**src/gpio_port_pkg.sv**
```systemverilog
package gpio_port_pkg;
   // sizes of the port and of its register words
   localparam int PIN_COUNT = 12;
   localparam int GROUP_W = 4;
   localparam int REG_W = 16;
   localparam int ADDR_W = 7;
   localparam int SYNC_STAGES = 2;

   // register offsets
   localparam logic [ADDR_W-1:0] PIN_DIRECTION_ADDR = 7'h33;
   localparam logic [ADDR_W-1:0] PIN_OUTPUT_LATCH_ADDR = 7'h34;
   localparam logic [ADDR_W-1:0] PIN_INPUT_LEVEL_ADDR = 7'h35;

   // reset values; every pin leaves reset as a high-impedance input
   localparam logic [PIN_COUNT-1:0] PIN_DIRECTION_RESET = 12'h000;
   localparam logic [PIN_COUNT-1:0] PIN_OUTPUT_LATCH_RESET = 12'h000;

   // value of the reserved upper bits on every read
   localparam logic [REG_W-PIN_COUNT-1:0] RESERVED_READ = 4'h0;

   // one bit per pin, group c in the high nibble, group a in the low one
   typedef struct packed {
      logic [GROUP_W-1:0] grp_c;
      logic [GROUP_W-1:0] grp_b;
      logic [GROUP_W-1:0] grp_a;
   } pin_bank_t;

   // register access request, taken on one clock edge
   typedef struct packed {
      logic wr;
      logic rd;
      logic [ADDR_W-1:0] addr;
      logic [REG_W-1:0] wdata;
   } reg_req_t;

   // read answer, one cycle after the request
   typedef struct packed {
      logic rvalid;
      logic [REG_W-1:0] rdata;
   } reg_rsp_t;
endpackage : gpio_port_pkg

```
**src/gpio_port.sv**
```systemverilog
// How it works
// - a pin whose direction bit is 0 is an input with its driver off, which is the reset state.
// - a pin whose direction bit is 1 has its driver on.
// - an output pin is driven to its bit of the output latch.
// - the latch bit of an input pin has no effect on the pin.
// - reading the input register gives the latch value for every output pin.
// - bits 15 to 12 of all three registers read as zero.
// - the direction register is read-write at 0x33 and resets to zero.
// - the output latch register is read-write at 0x34 and resets to zero.
// - the input register at 0x35 is read-only and follows the live pins.
module gpio_port (
   input wire logic ref_clk_i,
   input wire logic rst_i,
   input wire gpio_port_pkg::reg_req_t req_i,
   output gpio_port_pkg::reg_rsp_t rsp_o,
   input wire gpio_port_pkg::pin_bank_t pin_i,
   output gpio_port_pkg::pin_bank_t pin_o,
   output gpio_port_pkg::pin_bank_t pin_oe_n_o
);
   import gpio_port_pkg::*;

   pin_bank_t dir_q;
   pin_bank_t latch_q;
   pin_bank_t sampled;
   pin_bank_t level;
   reg_rsp_t rsp_q;
   logic wr_dir;
   logic wr_latch;
   logic [REG_W-1:0] rdata_d;

   // write decode; a write to the input register or an unknown offset is dropped
   assign wr_dir = req_i.wr && (req_i.addr == PIN_DIRECTION_ADDR);
   assign wr_latch = req_i.wr && (req_i.addr == PIN_OUTPUT_LATCH_ADDR);

   // direction register; reserved bits are never stored
   always_ff @(posedge ref_clk_i) begin
      if (rst_i) begin
         dir_q <= PIN_DIRECTION_RESET;
      end else if (wr_dir) begin
         dir_q <= req_i.wdata[PIN_COUNT-1:0];
      end
   end

   // output latch; kept even for inputs so a later direction flip drives it
   always_ff @(posedge ref_clk_i) begin
      if (rst_i) begin
         latch_q <= PIN_OUTPUT_LATCH_RESET;
      end else if (wr_latch) begin
         latch_q <= req_i.wdata[PIN_COUNT-1:0];
      end
   end

   // external levels come from another timing world, so two flops first
   pin_sync #(
      .WIDTH(PIN_COUNT)
   ) u_sync (
      .ref_clk_i(ref_clk_i),
      .rst_i(rst_i),
      .async_i(pin_i),
      .sync_o(sampled)
   );

   // pad control and readback selection
   pin_driver #(
      .WIDTH(PIN_COUNT)
   ) u_driver (
      .dir_i(dir_q),
      .latch_i(latch_q),
      .sampled_i(sampled),
      .pin_o(pin_o),
      .pin_oe_n_o(pin_oe_n_o),
      .level_o(level)
   );

   // read mux; reserved bits and unknown offsets give zero
   always_comb begin
      rdata_d = '0;
      unique case (req_i.addr)
         PIN_DIRECTION_ADDR: rdata_d = {RESERVED_READ, dir_q};
         PIN_OUTPUT_LATCH_ADDR: rdata_d = {RESERVED_READ, latch_q};
         PIN_INPUT_LEVEL_ADDR: rdata_d = {RESERVED_READ, level};
         default: rdata_d = '0;
      endcase
   end

   // read answer is registered: data from a flop, valid one cycle after rd
   always_ff @(posedge ref_clk_i) begin
      if (rst_i) begin
         rsp_q <= '0;
      end else begin
         rsp_q.rvalid <= req_i.rd;
         rsp_q.rdata <= req_i.rd ? rdata_d : '0;
      end
   end

   assign rsp_o = rsp_q;
endmodule : gpio_port

```
**src/pin_driver.sv**
```systemverilog
module pin_driver #(
   parameter int WIDTH = 12
) (
   input wire logic [WIDTH-1:0] dir_i,
   input wire logic [WIDTH-1:0] latch_i,
   input wire logic [WIDTH-1:0] sampled_i,
   output logic [WIDTH-1:0] pin_o,
   output logic [WIDTH-1:0] pin_oe_n_o,
   output logic [WIDTH-1:0] level_o
);
   // per pin: driver enable, driven value and the level seen by software
   for (genvar i = 0; i < WIDTH; i++) begin : g_pin
      assign pin_oe_n_o[i] = ~dir_i[i];
      assign pin_o[i] = latch_i[i];
      // an output pin reads back its own latch, an input its synced level
      assign level_o[i] = dir_i[i] ? latch_i[i] : sampled_i[i];
   end
endmodule : pin_driver

```
**src/pin_sync.sv**
```systemverilog
module pin_sync #(
   parameter int WIDTH = 12
) (
   input wire logic ref_clk_i,
   input wire logic rst_i,
   input wire logic [WIDTH-1:0] async_i,
   output logic [WIDTH-1:0] sync_o
);
   logic [WIDTH-1:0] stage1_q;
   logic [WIDTH-1:0] stage2_q;

   // two flops against metastability; only stage2 looks at stage1
   always_ff @(posedge ref_clk_i) begin
      if (rst_i) begin
         stage1_q <= '0;
         stage2_q <= '0;
      end else begin
         stage1_q <= async_i;
         stage2_q <= stage1_q;
      end
   end

   assign sync_o = stage2_q;
endmodule : pin_sync

```
**config.mk**
```make
export PLATFORM = sky130hd
export DESIGN_NAME = gpio_port
export DESIGN_NICKNAME = d
export VERILOG_FILES = /design/src/gpio_port_pkg.sv /design/src/gpio_port.sv /design/src/pin_driver.sv /design/src/pin_sync.sv
export SDC_FILE = /design/constraint.sdc
export NUM_CORES = 1
export LEC_CHECK = 0
export BUFFER_PORTS_ARGS = -buffer_cell sky130_fd_sc_hd__buf_2
export CAP_MARGIN = 15
export CORE_UTILIZATION = 30
export CTS_CLUSTER_SIZE = 8
export DETAILED_ROUTE_END_ITERATION = 7
export PLACE_DENSITY_LB_ADDON = 0.05
export SLEW_MARGIN = 20
export SYNTH_ARGS = -nofsm -noshare
export SYNTH_HDL_FRONTEND = slang
export SYNTH_SLANG_ARGS = --single-unit
```
**constraint.sdc**
```tcl
create_clock -name ref_clk_i -period 2.25 [get_ports ref_clk_i]
set_input_delay 0.45 -clock ref_clk_i [delete_from_list [all_inputs] [get_ports ref_clk_i]]
set_output_delay 0.45 -clock ref_clk_i [all_outputs]
set_load 0.005 [all_outputs]
```
==> flow_results.org <==
** Status
- The flow ran to the end, and the final reports show no timing, DRC or antenna violations.

** Routing
- In this run the remaining antenna-violating nets after routing total 0.
- Using the TritonRoute via totals, the vias-per-cell ratio works out to 4.06.
- Iter 0 DRT Violations :: 31
- For this block, the via count after detailed routing is 1620.
- For this run, design rule violations remaining after detail routing come to 0.
- The first TritonRoute pass finished after 4 iterations.
- Wirelength, routed :: 5110 um
- In the final routed layout, each cell accounts on average for 12.8 um.

** Place
- Total half-perimeter wirelength after legalization and detailed placement :: 3470 um
- Number of I/O port buffers :: 71
- At the end of routability-driven placement, the weighted congestion stood at 0.644.
- Placement-stage cell area :: 2760 um2

** Logic synthesis
- In this run, synthesis produced a sequential element count of 61.
- The cell area that synthesis handed to floorplanning was 2310 um2.
- Cell variety after synth :: 21
- Yosys Warn Count :: 0
- Mean instance size in the synthesized netlist :: 10.6 um2
- Number of standard cells after synthesis :: 219
- Summing the sequential cell areas from Yosys gives 52.8% of the chip area.

** Setup path
- The number of cells on the worst reg-to-reg path is 4.
- Register-to-register path setup slack :: 1.09 ns
- Worst flop-to-flop path startpoint :: dir_q[2]$_SDFFE_PP0P_
- Worst path cell trace :: buf_2 > nand4bb_4 > nor4_4 > buf_4 > mux2i_1 > nor2_1
- CP startpoint :: req_i[19]
- STA puts the critical path data required time at 2.45 ns.
- Delay contributed by the slowest stage of the critical path :: 0.39 ns
- Worst Setup Start Kind :: input pin
- Following the worst setup path forward leads to its endpoint at dir_q[8]$_SDFFE_PP0P_.
- The worst setup path is captured at a register.
- The critical path is of the input pin to register type.
- Crit path arrival time :: 1.72 ns
- Critical Path Slowest Stage Cell :: sky130_fd_sc_hd__nor4_4
- In this run the critical register-to-register path is captured at rsp_o[2]$_SDFF_PP0_.
- Maximum fanout count along the critical path :: 5

** Timing
- Number of setup violations in the final report :: 0
- Based on the critical path, the design can be clocked at up to 0.658 GHz.
- Setup repair after global routing missed its margin :: false
- Final Max Tran Viols :: 0
- The worst path uses 67.5% of the clock period.
- In the final timing run, aggregate negative setup slack is 0 ns.
- Headroom to the max-slew limit :: 59.4%
- Post-route clock skew :: 0.00639 ns
- For the pin with the worst max-slew slack, the measured transition is 0.609 ns.
- Period minus WS final :: 1.52 ns
- The tightest hold path in the finished design has a slack of 0.331 ns.
- The hold violation total from the final report is 0.

** Pwr
- In this run, the clock network consumes 45.5% of the power.
- Sequential group share of total power :: 49.7%
- For this design the static power due to leakage is 1.22 nW.
- The worst-case IR drop observed on VDD is 0.264 mV.
- Proportion of power drawn by combinational gates :: 4.8%
- Internal Dissipation :: 1.76 mW
- Post-layout power :: 2.23 mW
- Dividing total power by cell area gives a power density of 750 nW/um2.
- Switching share of power :: 21.1%
- Switching pwr :: 471 uW

** Final layout
- Fin area :: 2970 um2
- From synthesis to final layout, the design area changed by 28.5%.
- The library cells used most frequently in the layout, excluding fill and tap cells, are sky130_fd_sc_hd__buf_2, sky130_fd_sc_hd__dfxtp_1, sky130_fd_sc_hd__nor2b_1, sky130_fd_sc_hd__nor2_1, sky130_fd_sc_hd__mux2i_1.
- Fraction of final layout cells sized beyond drive strength 1 :: 36.3%
- The repair_antennas step left the layout with diodes totalling 0.
- Most common cell after layout, fill and taps aside :: sky130_fd_sc_hd__buf_2
- In the final design database the tool counted 334 nets.

** Clocking
- Number of clock sinks :: 61
- Resized Gates After CTS :: 0
- At the later pin of the worst-skew pair, clock insertion delay measures 0.32 ns.
- Clock-pin slew was measured on the worst setup and hold paths at 0.07 ns.
- Once the clock tree was built, the setup fixing pass inserted 0 buffers.
- The H-tree generated during clock tree synthesis spans 3 levels.
- After clock tree synthesis, the flow added hold-fix buffers numbering 0.
- CTS placed an instance of sky130_fd_sc_hd__clkbuf_8 at the clock tree root.
- In this run the deepest clock path goes through 2 buffers.
- Clock tree from TritonCTS :: built
- In this run, CTS created clock tree buffers numbering 9.

** Run
- Across the run, the number of max-cap violations was 0.

** Global routing
- Overall routing resource usage :: 13.4%
- Number of antenna violations at the first check in global routing :: 0
- For this run the aggregate overflow at the end of global routing stands at 0.
- Wire length of the first global-routing pass :: 8250 um
- The number of global-route vias before repair is 1629.
- Pin count of the biggest net entering global routing :: 49

** Floorplan
- The initialized floorplan defines 31 standard-cell rows.
- Number of top-level pins :: 80
- Horiz. Die Dim :: 89.8 um
- Core region area :: 7330 um2
- Area enclosed by the die boundary :: 8060 um2
- Starting density of the core :: 31.5%
- Floorplan die height :: 89.8 um

** Hold path
- Launch point of the worst hold path :: pin_i[2]
- The path class of the tightest hold or removal check is input pin to register.
worst max-delay path: cells and delay by family:
family,cells,cell delay [ns]
buffers and inverters,2,0.34
and+or+nand+nor,3,0.72
muxes,1,0.19
power groups by stage:
| stage | Sequential, mW | Combinational (mW) | Clock (mW) |
|---|---|---|---|
| 6_report | 1.11 | 0.107 | 1.01 |
| 3_3_place_gp | 1.13 | 0.109 | 0 |
| 5_1_grt | 1.11 | 0.120 | 1.10 |
| 4_1_cts | 1.11 | 0.111 | 1.05 |
| 3_5_place_dp | 1.13 | 0.111 | 0 |
| 2_1_floorplan | 1.13 | 0.0662 | 0 |
logic make-up (layout without fill, tap and decap cells):
kind of cell    after synthesis  in the layout  synth area share, %
simple gates                 80             80                 19.8
flops                        61             61                 52.8
mux                          36             36                 16.2
buf+inv                      29            107                 7.09
compound gates               12             12                 3.90
other cells                   1              4                0.162
worst min path at each step:
stage / endpoint / slack, ns / cells after the start
final: u_sync.stage1_q[2]$_SDFF_PP0_ / 0.33 / 2
after CTS: u_sync.stage1_q[4]$_SDFF_PP0_ / 0.31 / 2
after floorplan: u_sync.sync_o[0]$_SDFF_PP0_ / 0.41 / 1
after global placement: u_sync.sync_o[8]$_SDFF_PP0_ / 0.42 / 1
after detailed placement: u_sync.sync_o[11]$_SDFF_PP0_ / 0.42 / 1
after global routing: u_sync.stage1_q[1]$_SDFF_PP0_ / 0.32 / 2
cells in the mapped netlist:
| master | count | area [um2] |
|---|---|---|
| sky130_fd_sc_hd__a22oi_1 | 12 | 90.1 |
| sky130_fd_sc_hd__buf_2 | 2 | 10.0 |
| sky130_fd_sc_hd__buf_4 | 4 | 30.0 |
| sky130_fd_sc_hd__buf_6 | 2 | 22.5 |
| sky130_fd_sc_hd__clkbuf_1 | 4 | 15.0 |
| sky130_fd_sc_hd__clkbuf_4 | 1 | 7.51 |
| sky130_fd_sc_hd__clkbuf_8 | 1 | 13.8 |
| sky130_fd_sc_hd__conb_1 | 1 | 3.75 |
| sky130_fd_sc_hd__dfxtp_1 | 61 | 1220 |
| sky130_fd_sc_hd__dlymetal6s2s_1 | 1 | 12.5 |
| sky130_fd_sc_hd__inv_1 | 14 | 52.6 |
| sky130_fd_sc_hd__mux2_2 | 12 | 135 |
| sky130_fd_sc_hd__mux2i_1 | 24 | 240 |
| sky130_fd_sc_hd__nand2_1 | 2 | 7.51 |
| sky130_fd_sc_hd__nand2b_1 | 1 | 6.26 |
| sky130_fd_sc_hd__nand4bb_4 | 1 | 27.5 |
| sky130_fd_sc_hd__nor2_1 | 36 | 135 |
| sky130_fd_sc_hd__nor2b_1 | 36 | 225 |
| sky130_fd_sc_hd__nor3_1 | 1 | 5.00 |
| sky130_fd_sc_hd__nor3b_1 | 1 | 7.51 |
| sky130_fd_sc_hd__nor4_4 | 2 | 42.5 |
sequential cells by signal, indices dropped and copies added (netlist names):
| name | count |
|---|---|
| u_sync.sync_o | 12 |
| u_sync.stage1_q | 12 |
| rsp_o | 13 |
| latch_q | 12 |
| dir_q | 12 |
layer usage:
layer,vias up,GRT usage [%],wire length [um]
met1,724,16.4,2330
met4,0,6.97,65
met5,-,0,0
met2,40,21.9,2520
met3,6,3.21,193
li1,850,-,-
through the flow:
step	worst slack (ns)	cells	util, %
2_1_floorplan	0.668	222	-
3_3_place_gp	0.331	383	37.6
3_5_place_dp	0.341	383	37.6
4_1_cts	0.691	399	40.5
5_1_grt	0.602	399	40.5
6_report	0.731	399	40.5
final cells by class:
type                            count  area [um2]
Multi-Input combinational cell    132         947
Tap cell                           99         124
Clock inverter                      3        42.5
Fill cell                         762        4360
Clock buffer                       13         169
Sequential cell                    61        1220
Timing Repair Buffer               77         413
Inverter                           14        52.6
Power figures use the tool's default switching activity.
